--- src/inc/sic_params.svh ---
// Offsets, field positions, codes and timing counts of the scan-interval counter block
`ifndef SIC_PARAMS_SVH
`define SIC_PARAMS_SVH

`define SIC_ADDR_CMD 32'h0000_0000
`define SIC_ADDR_DATA 32'h0000_0004
`define SIC_ADDR_CTRL 32'h0000_0008
`define SIC_ADDR_STATUS 32'h0000_000c

`define SIC_RESP_OKAY 2'h0
`define SIC_RESP_SLVERR 2'h2

`define SIC_CMD_C2_DISARM 16'hffb2
`define SIC_CMD_C2_SEL_MODE 16'hff02
`define SIC_CMD_C2_SEL_LOAD 16'hff0a
`define SIC_CMD_C2_SEL_HOLD 16'hff12
`define SIC_CMD_C2_LOAD 16'hff42
`define SIC_CMD_C2_CLR_OUT 16'hffe2
`define SIC_CMD_C2_ARM 16'hff22
`define SIC_CMD_C3_SEL_MODE 16'hff03
`define SIC_CMD_C3_SEL_LOAD 16'hff0b
`define SIC_CMD_C3_LOAD_ARM 16'hff64
`define SIC_CMD_C1_SEL_MODE 16'hff01
`define SIC_CMD_C1_SEL_LOAD 16'hff09
`define SIC_CMD_C1_LOAD 16'hff41
`define SIC_CMD_C1_STEP 16'hfff1
`define SIC_CMD_C1_ARM 16'hff21

`define SIC_MODE_C2_HIZ 16'h0004
`define SIC_SRC_LSB 8
`define SIC_SRC_EXT 4'h5
`define SIC_SRC_1MHZ 4'hb
`define SIC_SRC_100HZ 4'hf

`define SIC_CTRL_DIV_BIT 0
`define SIC_CTRL_BASIC_BIT 1
`define SIC_CTRL_WIDE_BIT 2
`define SIC_CTRL_LEN_LSB 16
`define SIC_CTRL_MASK 32'h01ff_0007
`define SIC_CTRL_RST 32'h0000_0000

`define SIC_STAT_C1_ARMED_BIT 0
`define SIC_STAT_C2_ARMED_BIT 1
`define SIC_STAT_C3_ARMED_BIT 2
`define SIC_STAT_HOLD_BIT 3
`define SIC_STAT_FLOAT_BIT 4
`define SIC_STAT_SRC_DIFF_BIT 5
`define SIC_STAT_IDX_LSB 16

`define SIC_LIST_SMALL 16
`define SIC_LIST_LARGE 512

`define SIC_CLK_HZ 50000000
`define SIC_TB_FAST_HZ 1000000
`define SIC_TB_CYCLES (`SIC_CLK_HZ / `SIC_TB_FAST_HZ)
`define SIC_TB_DECADE 10
`define SIC_TB_COUNT 5

`endif

--- src/inc/sic_pkg.sv ---
// Types shared by the scan-interval counter block
package sic_pkg;

	typedef struct packed {
		logic [31:0] awaddr;
		logic awvalid;
		logic [31:0] wdata;
		logic [3:0] wstrb;
		logic wvalid;
		logic bready;
		logic [31:0] araddr;
		logic arvalid;
		logic rready;
	} sic_axi_req_t;

	typedef struct packed {
		logic awready;
		logic wready;
		logic bvalid;
		logic [1:0] bresp;
		logic arready;
		logic rvalid;
		logic [31:0] rdata;
		logic [1:0] rresp;
	} sic_axi_rsp_t;

	typedef enum logic [2:0] {
		SIC_SEL_NONE, SIC_SEL_C1_MODE, SIC_SEL_C1_LOAD, SIC_SEL_C2_MODE,
		SIC_SEL_C2_LOAD, SIC_SEL_C2_HOLD, SIC_SEL_C3_MODE, SIC_SEL_C3_LOAD
	} sic_sel_t;

	typedef struct packed {
		logic [15:0] mode;
		logic [15:0] load;
		logic [15:0] hold;
		logic [16:0] count;
		logic armed;
		logic out;
	} sic_ctr_t;

	typedef struct packed {
		logic meta;
		logic level;
		logic prev;
		logic rise;
	} sic_sync_t;

	typedef struct packed {
		logic [15:0] pre;
		logic [4:0][3:0] dec;
		logic [4:0] tick;
	} sic_tb_t;

	typedef struct packed {
		sic_ctr_t c1;
		sic_ctr_t c2;
		sic_ctr_t c3;
		sic_sel_t sel;
		logic [15:0] last_cmd;
		logic [31:0] ctrl;
		logic aw_have;
		logic w_have;
		logic [31:0] awaddr;
		logic [31:0] wdata;
		logic [3:0] wstrb;
		sic_axi_rsp_t rsp;
		logic [8:0] idx;
		logic hold_trig;
		logic pin_oe;
		logic strobe;
		logic div_pulse;
		logic adv;
	} sic_state_t;

endpackage : sic_pkg

--- src/rtl/sic_edge_sync.sv ---
// Two-flop synchroniser with rising-edge pulse
`timescale 1ns/1ns
module sic_edge_sync (
	input wire logic ref_clk,
	input wire logic srst,
	input wire logic async_in,
	output logic level,
	output logic rise
);
	sic_pkg::sic_sync_t q;
	sic_pkg::sic_sync_t d;

	always_comb begin
		d = q;
		d.meta = async_in;
		d.level = q.meta;
		d.prev = q.level;
		d.rise = q.level && !q.prev;
	end

	always_ff @(posedge ref_clk) begin
		if (srst) begin
			q <= '0;
		end else begin
			q <= d;
		end
	end

	assign level = q.level;
	assign rise = q.rise;
endmodule : sic_edge_sync

--- src/rtl/sic_scan_counter.sv ---
// Scan-interval, sample-interval and divider counters with AXI4-Lite command/data access
//
// How it works
// RULE1 - Scan counter square wave: high phase, full period
// RULE2 - Software uses same timebase on both counters
// RULE3 - Basic variant runs track/hold level-sensitive
// RULE4 - Software computes high and low counts
// RULE5 - Command ffb2 disarms scan counter
// RULE6 - Command ff02 points data at scan mode
// RULE7 - Scan mode high byte picks timebase or external
// RULE8 - Command ff0a selects low-phase load register
// RULE9 - Command ff12 selects high-phase hold register
// RULE10 - ff42 loads, ffe2 clears output, ff22 arms
// RULE11 - ff03 selects sample mode; timebase choice likewise
// RULE12 - Software writes the interval count after ff0b
// RULE13 - Command ff64 loads and arms sample counter
// RULE14 - Interval 65536 is written as zero
// RULE15 - Scan mode 0004 floats output, not basic
// RULE16 - External hold trigger must space its pulses
// RULE17 - One or N samples per scan entry
// RULE18 - ff01 mode, ff09 then count for divider
// RULE19 - ff41 load, fff1 step, ff21 arm divider
// RULE20 - Scan-divide bit makes divider pace entries
// RULE21 - Scan list holds 16 or 512 entries
// RULE22 - Interval programming drives strobe and hold trigger
// RULE23 - Scan counter alternates hold and load counts
//
// Decided for this implementation: the AXI4-Lite interface to the registers and the address map.
`timescale 1ns/1ns
`include "sic_params.svh"
module sic_scan_counter #(
	parameter int CYC_PER_TICK = `SIC_TB_CYCLES,
	parameter int LIST_SMALL = `SIC_LIST_SMALL,
	parameter int LIST_LARGE = `SIC_LIST_LARGE
) (
	input wire logic ref_clk,
	input wire logic srst,
	input sic_pkg::sic_axi_req_t axi_req,
	output sic_pkg::sic_axi_rsp_t axi_rsp,
	input wire logic external_source_five,
	input wire logic counter_two_output_i,
	output logic counter_two_output_o,
	output logic counter_two_output_oe,
	output logic hold_trigger,
	output logic sample_strobe,
	output logic scan_advance,
	output logic [8:0] scan_entry_index,
	output logic track_hold_level_mode
);
	sic_pkg::sic_state_t q;
	sic_pkg::sic_state_t d;
	logic [4:0] tb_tick;
	logic ext_rise;
	logic pin_level;

	if (LIST_SMALL < 2 || LIST_SMALL > LIST_LARGE) begin : g_chk_small
		$error("Short scan list size unsupported");
	end
	// Entry index is nine bits wide
	if (LIST_LARGE > 512) begin : g_chk_large
		$error("Long scan list exceeds the index width");
	end
	if (CYC_PER_TICK < 1 || CYC_PER_TICK > 65535) begin : g_chk_tick
		$error("Timebase divider out of range");
	end

	sic_timebase #(
		.CYC_PER_TICK(CYC_PER_TICK)
	) u_tb (
		.ref_clk(ref_clk),
		.srst(srst),
		.tick(tb_tick)
	);

	// Source edges arrive three cycles late after synchronising
	sic_edge_sync u_src5 (
		.ref_clk(ref_clk),
		.srst(srst),
		.async_in(external_source_five),
		.level(),
		.rise(ext_rise)
	);

	// External hold trigger seen on the pin while the counter floats
	sic_edge_sync u_pin (
		.ref_clk(ref_clk),
		.srst(srst),
		.async_in(counter_two_output_i),
		.level(pin_level),
		.rise()
	);

	// Counting source chosen by the high byte of a mode word
	function automatic logic src_tick(input logic [15:0] mode, input logic [4:0] tk, input logic ext);
		logic [3:0] src;
		src = mode[`SIC_SRC_LSB +: 4];
		if (src == `SIC_SRC_EXT) begin
			return ext; // RULE7
		end else if (src >= `SIC_SRC_1MHZ && src <= `SIC_SRC_100HZ) begin
			return tk[3'(src - `SIC_SRC_1MHZ)]; // RULE7
		end
		return 1'b0;
	endfunction : src_tick

	// Zero stands for a full 65536 count
	function automatic logic [16:0] reload(input logic [15:0] v);
		return (v == 16'h0000) ? 17'h10000 : {1'b0, v}; // RULE14
	endfunction : reload

	function automatic logic [31:0] rd_word(input sic_pkg::sic_state_t s);
		logic [15:0] v;
		v = 16'h0000;
		case (s.sel)
			sic_pkg::SIC_SEL_C1_MODE: v = s.c1.mode;
			sic_pkg::SIC_SEL_C1_LOAD: v = s.c1.load;
			sic_pkg::SIC_SEL_C2_MODE: v = s.c2.mode;
			sic_pkg::SIC_SEL_C2_LOAD: v = s.c2.load;
			sic_pkg::SIC_SEL_C2_HOLD: v = s.c2.hold;
			sic_pkg::SIC_SEL_C3_MODE: v = s.c3.mode;
			sic_pkg::SIC_SEL_C3_LOAD: v = s.c3.load;
			default: v = 16'h0000;
		endcase
		return {16'h0000, v};
	endfunction : rd_word

	// Status flags in the low bits, entry index in the upper half
	function automatic logic [31:0] status_word(input sic_pkg::sic_state_t s);
		logic [31:0] w;
		w = 32'h0000_0000;
		w[`SIC_STAT_C1_ARMED_BIT] = s.c1.armed;
		w[`SIC_STAT_C2_ARMED_BIT] = s.c2.armed;
		w[`SIC_STAT_C3_ARMED_BIT] = s.c3.armed;
		w[`SIC_STAT_HOLD_BIT] = s.hold_trig;
		w[`SIC_STAT_FLOAT_BIT] = !s.pin_oe;
		// Flags a scan/sample timebase mismatch, which software must avoid
		w[`SIC_STAT_SRC_DIFF_BIT] = s.c2.mode[`SIC_SRC_LSB +: 4] != s.c3.mode[`SIC_SRC_LSB +: 4]; // RULE2
		w[`SIC_STAT_IDX_LSB +: 9] = s.idx;
		return w;
	endfunction : status_word

	always_comb begin
		logic c2_hiz;
		logic entry_pulse;
		logic [8:0] last_idx;
		logic [8:0] max_idx;
		logic [15:0] cmd;
		logic [15:0] dval;
		logic [31:0] merged;
		logic c2_tick;
		logic c3_tick;
		logic lanes_lo;
		c2_hiz = 1'b0;
		entry_pulse = 1'b0;
		last_idx = '0;
		max_idx = '0;
		cmd = q.wdata[15:0];
		dval = q.wdata[15:0];
		merged = q.ctrl;
		// One source decode, so matching modes tick on the same cycle
		c2_tick = src_tick(q.c2.mode, tb_tick, ext_rise); // RULE7
		c3_tick = src_tick(q.c3.mode, tb_tick, ext_rise); // RULE11
		// Command and data words need both low byte lanes
		lanes_lo = &q.wstrb[1:0];
		d = q;
		d.strobe = 1'b0;
		d.div_pulse = 1'b0;
		d.adv = 1'b0;

		// Scan counter: high phase counts hold, low phase counts load
		// A count of one or less is terminal, so a zero left by reset toggles at once
		if (q.c2.armed && c2_tick) begin
			if (q.c2.count <= 17'h00001) begin
				d.c2.out = !q.c2.out; // RULE1
				d.c2.count = q.c2.out ? {1'b0, q.c2.load} : {1'b0, q.c2.hold}; // RULE23
			end else begin
				d.c2.count = q.c2.count - 17'h00001;
			end
		end

		// Sample counter: one strobe per interval, reloads continuously
		if (q.c3.armed && c3_tick) begin
			if (q.c3.count <= 17'h00001) begin
				d.strobe = 1'b1; // RULE22
				d.c3.count = reload(q.c3.load);
			end else begin
				d.c3.count = q.c3.count - 17'h00001;
			end
		end

		// Divider counts sample strobes
		if (q.c1.armed && d.strobe) begin
			if (q.c1.count <= 17'h00001) begin
				d.div_pulse = 1'b1; // RULE17
				d.c1.count = reload(q.c1.load);
			end else begin
				d.c1.count = q.c1.count - 17'h00001;
			end
		end

		// Scan list advance
		entry_pulse = q.ctrl[`SIC_CTRL_DIV_BIT] ? d.div_pulse : d.strobe; // RULE20
		max_idx = q.ctrl[`SIC_CTRL_WIDE_BIT] ? 9'(LIST_LARGE - 1) : 9'(LIST_SMALL - 1); // RULE21
		last_idx = q.ctrl[`SIC_CTRL_LEN_LSB +: 9];
		if (last_idx > max_idx) begin
			last_idx = max_idx; // RULE21
		end
		if (entry_pulse) begin
			d.adv = 1'b1;
			d.idx = (q.idx >= last_idx) ? 9'h000 : q.idx + 9'h001; // RULE17
		end

		// Write channel capture, either order
		if (q.rsp.awready && axi_req.awvalid) begin
			d.aw_have = 1'b1;
			d.awaddr = axi_req.awaddr;
		end
		if (q.rsp.wready && axi_req.wvalid) begin
			d.w_have = 1'b1;
			d.wdata = axi_req.wdata;
			d.wstrb = axi_req.wstrb;
		end
		if (q.rsp.bvalid && axi_req.bready) begin
			d.rsp.bvalid = 1'b0;
		end

		// Commands and data act after counting, so a command wins its cycle
		if (q.aw_have && q.w_have && !q.rsp.bvalid) begin
			d.aw_have = 1'b0;
			d.w_have = 1'b0;
			d.rsp.bvalid = 1'b1;
			d.rsp.bresp = `SIC_RESP_OKAY;
			case (q.awaddr)
				`SIC_ADDR_CMD: begin
					// Half-word commands only take effect when both low lanes are written
					if (lanes_lo) begin
						d.last_cmd = cmd;
						case (cmd)
							`SIC_CMD_C2_DISARM: d.c2.armed = 1'b0; // RULE5
							`SIC_CMD_C2_SEL_MODE: d.sel = sic_pkg::SIC_SEL_C2_MODE; // RULE6
							`SIC_CMD_C2_SEL_LOAD: d.sel = sic_pkg::SIC_SEL_C2_LOAD; // RULE8
							`SIC_CMD_C2_SEL_HOLD: d.sel = sic_pkg::SIC_SEL_C2_HOLD; // RULE9
							`SIC_CMD_C2_LOAD: d.c2.count = q.c2.out ? {1'b0, q.c2.hold} : {1'b0, q.c2.load}; // RULE10
							`SIC_CMD_C2_CLR_OUT: d.c2.out = 1'b0; // RULE10
							`SIC_CMD_C2_ARM: d.c2.armed = 1'b1; // RULE10
							`SIC_CMD_C3_SEL_MODE: d.sel = sic_pkg::SIC_SEL_C3_MODE; // RULE11
							`SIC_CMD_C3_SEL_LOAD: d.sel = sic_pkg::SIC_SEL_C3_LOAD; // RULE12
							`SIC_CMD_C3_LOAD_ARM: begin
								d.c3.count = reload(q.c3.load); // RULE13
								d.c3.armed = 1'b1; // RULE13
							end
							`SIC_CMD_C1_SEL_MODE: d.sel = sic_pkg::SIC_SEL_C1_MODE; // RULE18
							`SIC_CMD_C1_SEL_LOAD: d.sel = sic_pkg::SIC_SEL_C1_LOAD; // RULE18
							`SIC_CMD_C1_LOAD: d.c1.count = reload(q.c1.load); // RULE19
							`SIC_CMD_C1_STEP: begin
								if (q.c1.count <= 17'h00001) begin
									d.c1.count = reload(q.c1.load); // RULE19
								end else begin
									d.c1.count = q.c1.count - 17'h00001; // RULE19
								end
							end
							`SIC_CMD_C1_ARM: d.c1.armed = 1'b1; // RULE19
							default: d.last_cmd = cmd;
						endcase
					end
				end
				`SIC_ADDR_DATA: begin
					if (lanes_lo) begin
						case (q.sel)
							sic_pkg::SIC_SEL_C1_MODE: d.c1.mode = dval; // RULE18
							sic_pkg::SIC_SEL_C1_LOAD: d.c1.load = dval; // RULE18
							sic_pkg::SIC_SEL_C2_MODE: d.c2.mode = dval; // RULE7
							sic_pkg::SIC_SEL_C2_LOAD: d.c2.load = dval; // RULE8
							sic_pkg::SIC_SEL_C2_HOLD: d.c2.hold = dval; // RULE9
							sic_pkg::SIC_SEL_C3_MODE: d.c3.mode = dval; // RULE11
							sic_pkg::SIC_SEL_C3_LOAD: d.c3.load = dval; // RULE14
							default: d.sel = q.sel;
						endcase
					end
				end
				`SIC_ADDR_CTRL: begin
					for (int b = 0; b < 4; b++) begin
						if (q.wstrb[b]) begin
							merged[8*b +: 8] = q.wdata[8*b +: 8];
						end
					end
					d.ctrl = merged & `SIC_CTRL_MASK;
				end
				`SIC_ADDR_STATUS: begin
					// Read-only: the write is answered and dropped
					d.rsp.bresp = `SIC_RESP_OKAY;
				end
				default: d.rsp.bresp = `SIC_RESP_SLVERR;
			endcase
		end

		// Read channel
		if (q.rsp.rvalid && axi_req.rready) begin
			d.rsp.rvalid = 1'b0;
		end
		if (q.rsp.arready && axi_req.arvalid) begin
			d.rsp.rvalid = 1'b1;
			d.rsp.rresp = `SIC_RESP_OKAY;
			case (axi_req.araddr)
				`SIC_ADDR_CMD: d.rsp.rdata = {16'h0000, q.last_cmd};
				`SIC_ADDR_DATA: d.rsp.rdata = rd_word(q);
				`SIC_ADDR_CTRL: d.rsp.rdata = q.ctrl;
				`SIC_ADDR_STATUS: d.rsp.rdata = status_word(q);
				default: begin
					d.rsp.rdata = 32'h0000_0000;
					d.rsp.rresp = `SIC_RESP_SLVERR;
				end
			endcase
		end

		// Readies fall while a word is held or its answer waits: one write at a time
		d.rsp.awready = !d.aw_have && !d.rsp.bvalid;
		d.rsp.wready = !d.w_have && !d.rsp.bvalid;
		d.rsp.arready = !d.rsp.rvalid;

		// Floating output, refused on the basic variant
		c2_hiz = (d.c2.mode == `SIC_MODE_C2_HIZ) && !d.ctrl[`SIC_CTRL_BASIC_BIT]; // RULE15
		d.pin_oe = !c2_hiz; // RULE15
		// Pin level is used only when the counter floats
		d.hold_trig = c2_hiz ? pin_level : d.c2.out; // RULE22
	end

	// Synchronous reset clears every register, outputs included
	always_ff @(posedge ref_clk) begin
		if (srst) begin
			q <= '0;
		end else begin
			q <= d;
		end
	end

	// Every output comes straight from a register
	assign axi_rsp = q.rsp;
	assign counter_two_output_o = q.c2.out;
	assign counter_two_output_oe = q.pin_oe;
	assign hold_trigger = q.hold_trig;
	assign sample_strobe = q.strobe;
	assign scan_advance = q.adv;
	assign scan_entry_index = q.idx;
	assign track_hold_level_mode = q.ctrl[`SIC_CTRL_BASIC_BIT]; // RULE3
endmodule : sic_scan_counter

--- src/rtl/sic_timebase.sv ---
// Decade timebase ticks: 1 MHz, 100 kHz, 10 kHz, 1 kHz, 100 Hz
`timescale 1ns/1ns
`include "sic_params.svh"
module sic_timebase #(
	parameter int CYC_PER_TICK = `SIC_TB_CYCLES
) (
	input wire logic ref_clk,
	input wire logic srst,
	output logic [4:0] tick
);
	sic_pkg::sic_tb_t q;
	sic_pkg::sic_tb_t d;

	if (CYC_PER_TICK < 1 || CYC_PER_TICK > 65535) begin : g_chk
		$error("CYC_PER_TICK out of range");
	end

	always_comb begin
		logic carry;
		carry = 1'b0;
		d = q;
		d.tick = '0;
		if (q.pre >= 16'(CYC_PER_TICK - 1)) begin
			d.pre = '0;
			carry = 1'b1;
		end else begin
			d.pre = q.pre + 16'h0001;
		end
		d.tick[0] = carry;
		// Each slower tick lands on the same cycle as the faster one
		for (int i = 1; i < `SIC_TB_COUNT; i++) begin
			if (carry) begin
				if (q.dec[i] >= 4'(`SIC_TB_DECADE - 1)) begin
					d.dec[i] = '0;
				end else begin
					d.dec[i] = q.dec[i] + 4'h1;
					carry = 1'b0;
				end
			end
			d.tick[i] = carry;
		end
	end

	always_ff @(posedge ref_clk) begin
		if (srst) begin
			q <= '0;
		end else begin
			q <= d;
		end
	end

	assign tick = q.tick;
endmodule : sic_timebase

--- config.mk ---
export PLATFORM = sky130hd
export DESIGN_NAME = sic_scan_counter
export DESIGN_NICKNAME = d
export VERILOG_FILES = /design/src/inc/sic_pkg.sv /design/src/rtl/sic_edge_sync.sv /design/src/rtl/sic_scan_counter.sv /design/src/rtl/sic_timebase.sv
export VERILOG_INCLUDE_DIRS = /design/src /design/src/inc
export SDC_FILE = /design/constraint.sdc
export NUM_CORES = 1
export LEC_CHECK = 0
export BUFFER_PORTS_ARGS = -buffer_cell sky130_fd_sc_hd__buf_2
export CAP_MARGIN = 20
export CELL_PAD_IN_SITES_DETAIL_PLACEMENT = 1
export CELL_PAD_IN_SITES_GLOBAL_PLACEMENT = 2
export CORE_MARGIN = 3
export CORE_UTILIZATION = 38
export DETAILED_ROUTE_END_ITERATION = 16
export PLACE_DENSITY = 0.83
export RECOVER_POWER = 25
export SLEW_MARGIN = 10
export SYNTH_ARGS = -nofsm -noshare
export SYNTH_HDL_FRONTEND = slang
export SYNTH_SLANG_ARGS = --single-unit
--- constraint.sdc ---
create_clock -name ref_clk -period 8.72 [get_ports ref_clk]
set_clock_uncertainty 0.15 [all_clocks]
set_input_delay 0.872 -clock ref_clk [delete_from_list [all_inputs] [get_ports ref_clk]]
set_output_delay 0.872 -clock ref_clk [all_outputs]
set_load 0.02 [all_outputs]
==> run metrics <==
Clk network pwr share 49.3%; FFs w/ async S/R, synth 0%; part of the Yosys area used for sequential elements 40.09%; synth unique cells 80; Final Cell Area about 20,000 µm²; number of slew-limit violations in the final report 142; IO Count approximately 170; power density over cell area 181.2 nW/µm²; Final Critical Period around 4000 ps; Worst Path Arrival 4380 ps; hold_buf cts 0; Worst Setup Start Kind flop; worst hold margin 237.8 ps; postcts setup bufs 0; crit path kind flop to flop; antenna violations before repair 0; delay-heaviest family, CP compound AO/OA/AOI/OAI gates; multi-input logic area roughly 9400 µm²; clock buffer depth 3; Critical-path top delay cell dfxtp_1; final core utilization 43.62%; routed wire length 59,310 µm; top post-synthesis cells by count nand2_1 (455), dfxtp_1 (349), a21oi_1 (274); synthesized flop and latch total ~350; Core Box Area ~45,000 µm²; Rel. slew slack -127.8%; Leak 0.006847 µW; DP Area roughly 18,000 µm²; XOR/XNOR Fraction of Synth Area 2.513%; most common cell in the netlist nand2_1; gr busiest metal met2; Synth top area share roughly two fifths; Worst Reg-to-Reg Cells 14; Reg2Reg Setup Slack 4690 ps; synth warn 0; status finished, violations left; hold path endpoint u_src5.rise$_SDFF_PP0_; first-pass GRT wire length roughly 92,000 µm; RSZ-0062 raised after global routing false; DR vias 16,030; Nets 2,358; Max FO, Critical Path 9; Reg area 6989 µm²; peak supply drop 0.1291 mV; worst reg2reg endpoint scan_entry_index[1]$_SDFFE_PP0P_; H-tree levels 2; Hold WC Path Type flop to flop; worst-path cell chain inv_1 -> ha_1 -> nand2_1 -> nor2_1 -> o21a_1 -> o21ai_0 -> a21oi_1 -> a21boi_1 -> mux2i_1 -> ha_1 -> a2111oi_0 -> nand2_1 -> a31o_2 -> a21oi_1; # diodes 0; Syn Std Cell Area 17,430 µm²; CP bufs+invs 1; worst-margin pin slew 3417 ps; Residual DRC 0; number of synthesized flops with an enable pin 0; mux cell area share after synthesis 5.680%; GP Congestion between 0.8 and 0.9; CTS tree built; crit path capture type flop; Total GRT Usage 24.19%; largest cells by area after synthesis dfxtp_1 (40%), nand2_1 (9.8%), a21oi_1 (7.9%); clock root buffer master clkbuf_16; Gate power share 3.9%; CTS Sinks 349; Num CTS Buffers between 40 and 50; setup slack after layout 4693 ps; Max Freq 0.2483 GHz; P&R area growth vs syn 12.13%; Main synth FF type dfxtp_1; ANT nets after route 0; critical path's largest stage delay 500 ps; number of DRC markers in iteration 0 982; die height between 200 and 250 µm; Initial DRT Pass Iterations 5; Final setup violation count 0; Fillers 5,439; Die Width between 200 and 250 µm; largest net degree at the start of global routing 92; post-synthesis compound-gate area fraction 18.55%; share of post-route cells with drive strength above 1 around 13%; Hold Startpoint u_src5.q[1]$_SDFF_PP0_; met2 usage about two fifths; final hold violation count 0; global route overflow 0; hold depth 1; final period utilization a little under half; dpl hpwl 41,380 µm; number of port buffers 148; row count 77; met1 GRT Util between 30% and 40%; Synth Area in Simple Gates 23.73%; setup slack at placement roughly 4700 ps; met3 usage in global routing 4.079%; reg-to-reg startpoint q[127]$_SDFFE_PP0P_; cells after synthesis around 2,200; post-synth top area cell dfxtp_1; Initial Util 38.90%; final setup TNS 0 ps; worst skew pair latency around 570 ps; Avg Cell Area, Syn around 8.0 µm²; register share of total power 46.8%; Clock transition at path regs 60 ps; wire per inst about 21 µm; Post-Synth Adder-Cell Area 2.872%; Critical Path RT 9070 ps; Die Area roughly 48,000 µm²; max-cap viol count 2; vias in the first global route 16,070; failing checks capacitance limit, slew limit; Psw 824.1 µW; # resized after CTS 0; largest family of logic cells by synthesized area simple AND/OR/NAND/NOR gates; Sw Ratio about a quarter; Internal Power 2717 µW; vias per std cell ~5.7
[cells in the final DEF (no fill, tap or decap), drive strengths merged, types with 46 or more instances in the layout]
cell    synthesis  routed
a211oi         46      46
a21oi         274     274
buf            84     147
clkbuf        123      84
dfxtp         349     349
mux2i          64      64
nand2         455     455
nor2          181     181
nor3           55      55
nor4           55      55
[worst max-delay path by stage]
stage,startpoint,endpoint,slack [ps],depth (start not counted)
after floorplan,q[127]$_SDFFE_PP0P_,scan_entry_index[1]$_SDFFE_PP0P_,5150,16
after global placement,q[127]$_SDFFE_PP0P_,scan_entry_index[1]$_SDFFE_PP0P_,4890,14
after detailed placement,q[127]$_SDFFE_PP0P_,scan_entry_index[1]$_SDFFE_PP0P_,4670,14
after CTS,q[127]$_SDFFE_PP0P_,scan_entry_index[1]$_SDFFE_PP0P_,4650,14
after global routing,q[127]$_SDFFE_PP0P_,scan_entry_index[1]$_SDFFE_PP0P_,4310,14
final,q[127]$_SDFFE_PP0P_,scan_entry_index[1]$_SDFFE_PP0P_,4690,14
[kinds of logic after synthesis]
logic type / after synthesis
adders and majority gates: 40
AOI/OAI and AO/OA: 515
and+or+nand+nor: 905
buffers and inverters: 241
DFF: 349
muxes: 83
other: 1
xor gates and xnor gates: 50
[power groups by stage]
| stage | Combinational (µW) | Sequential (µW) | Clock [µW] |
|---|---|---|---|
| floorplan | 102 | 1660 | 0 |
| global placement | 132 | 1690 | 0 |
| detailed placement | 135 | 1690 | 0 |
| CTS | 136 | 1660 | 1790 |
| global route | 155 | 1660 | 1860 |
| finish | 138 | 1660 | 1750 |
[layout make-up]
class                           instances  area share, %
Timing Repair Buffer                  171          4.700
Sequential cell                       349          35.77
Tap cell                              592          3.791
Multi-Input combinational cell       1612          48.09
Clock inverter                         12         0.6019
Clock buffer                           60          6.397
Inverter                               34         0.6531
[routing by layer]
metal | share of wire [%] | wire length (µm) | vias to the layer above
met5 | 0 | 0 | -
met4 | 2.5 | 1488 | 0
met3 | 4.8 | 2854 | 83
met2 | 48 | 28460 | 332
met1 | 45 | 26510 | 7987
li1 | - | - | 7626
[registers in the layout, indices dropped and copies added, names as in the netlist, 5 cells and up]
signal,count
q,259
axi_rsp,32
u_tb.q,32
scan_entry_index,9
u_tb.tick,5
[stage by stage]
step                power, µW  cells
finish                   3542   2830
global route             3673   2830
CTS                      3583   2825
detailed placement       1825   2753
global placement         1822   2753
floorplan                1766   2202
Power figures use the tool's default switching activity.
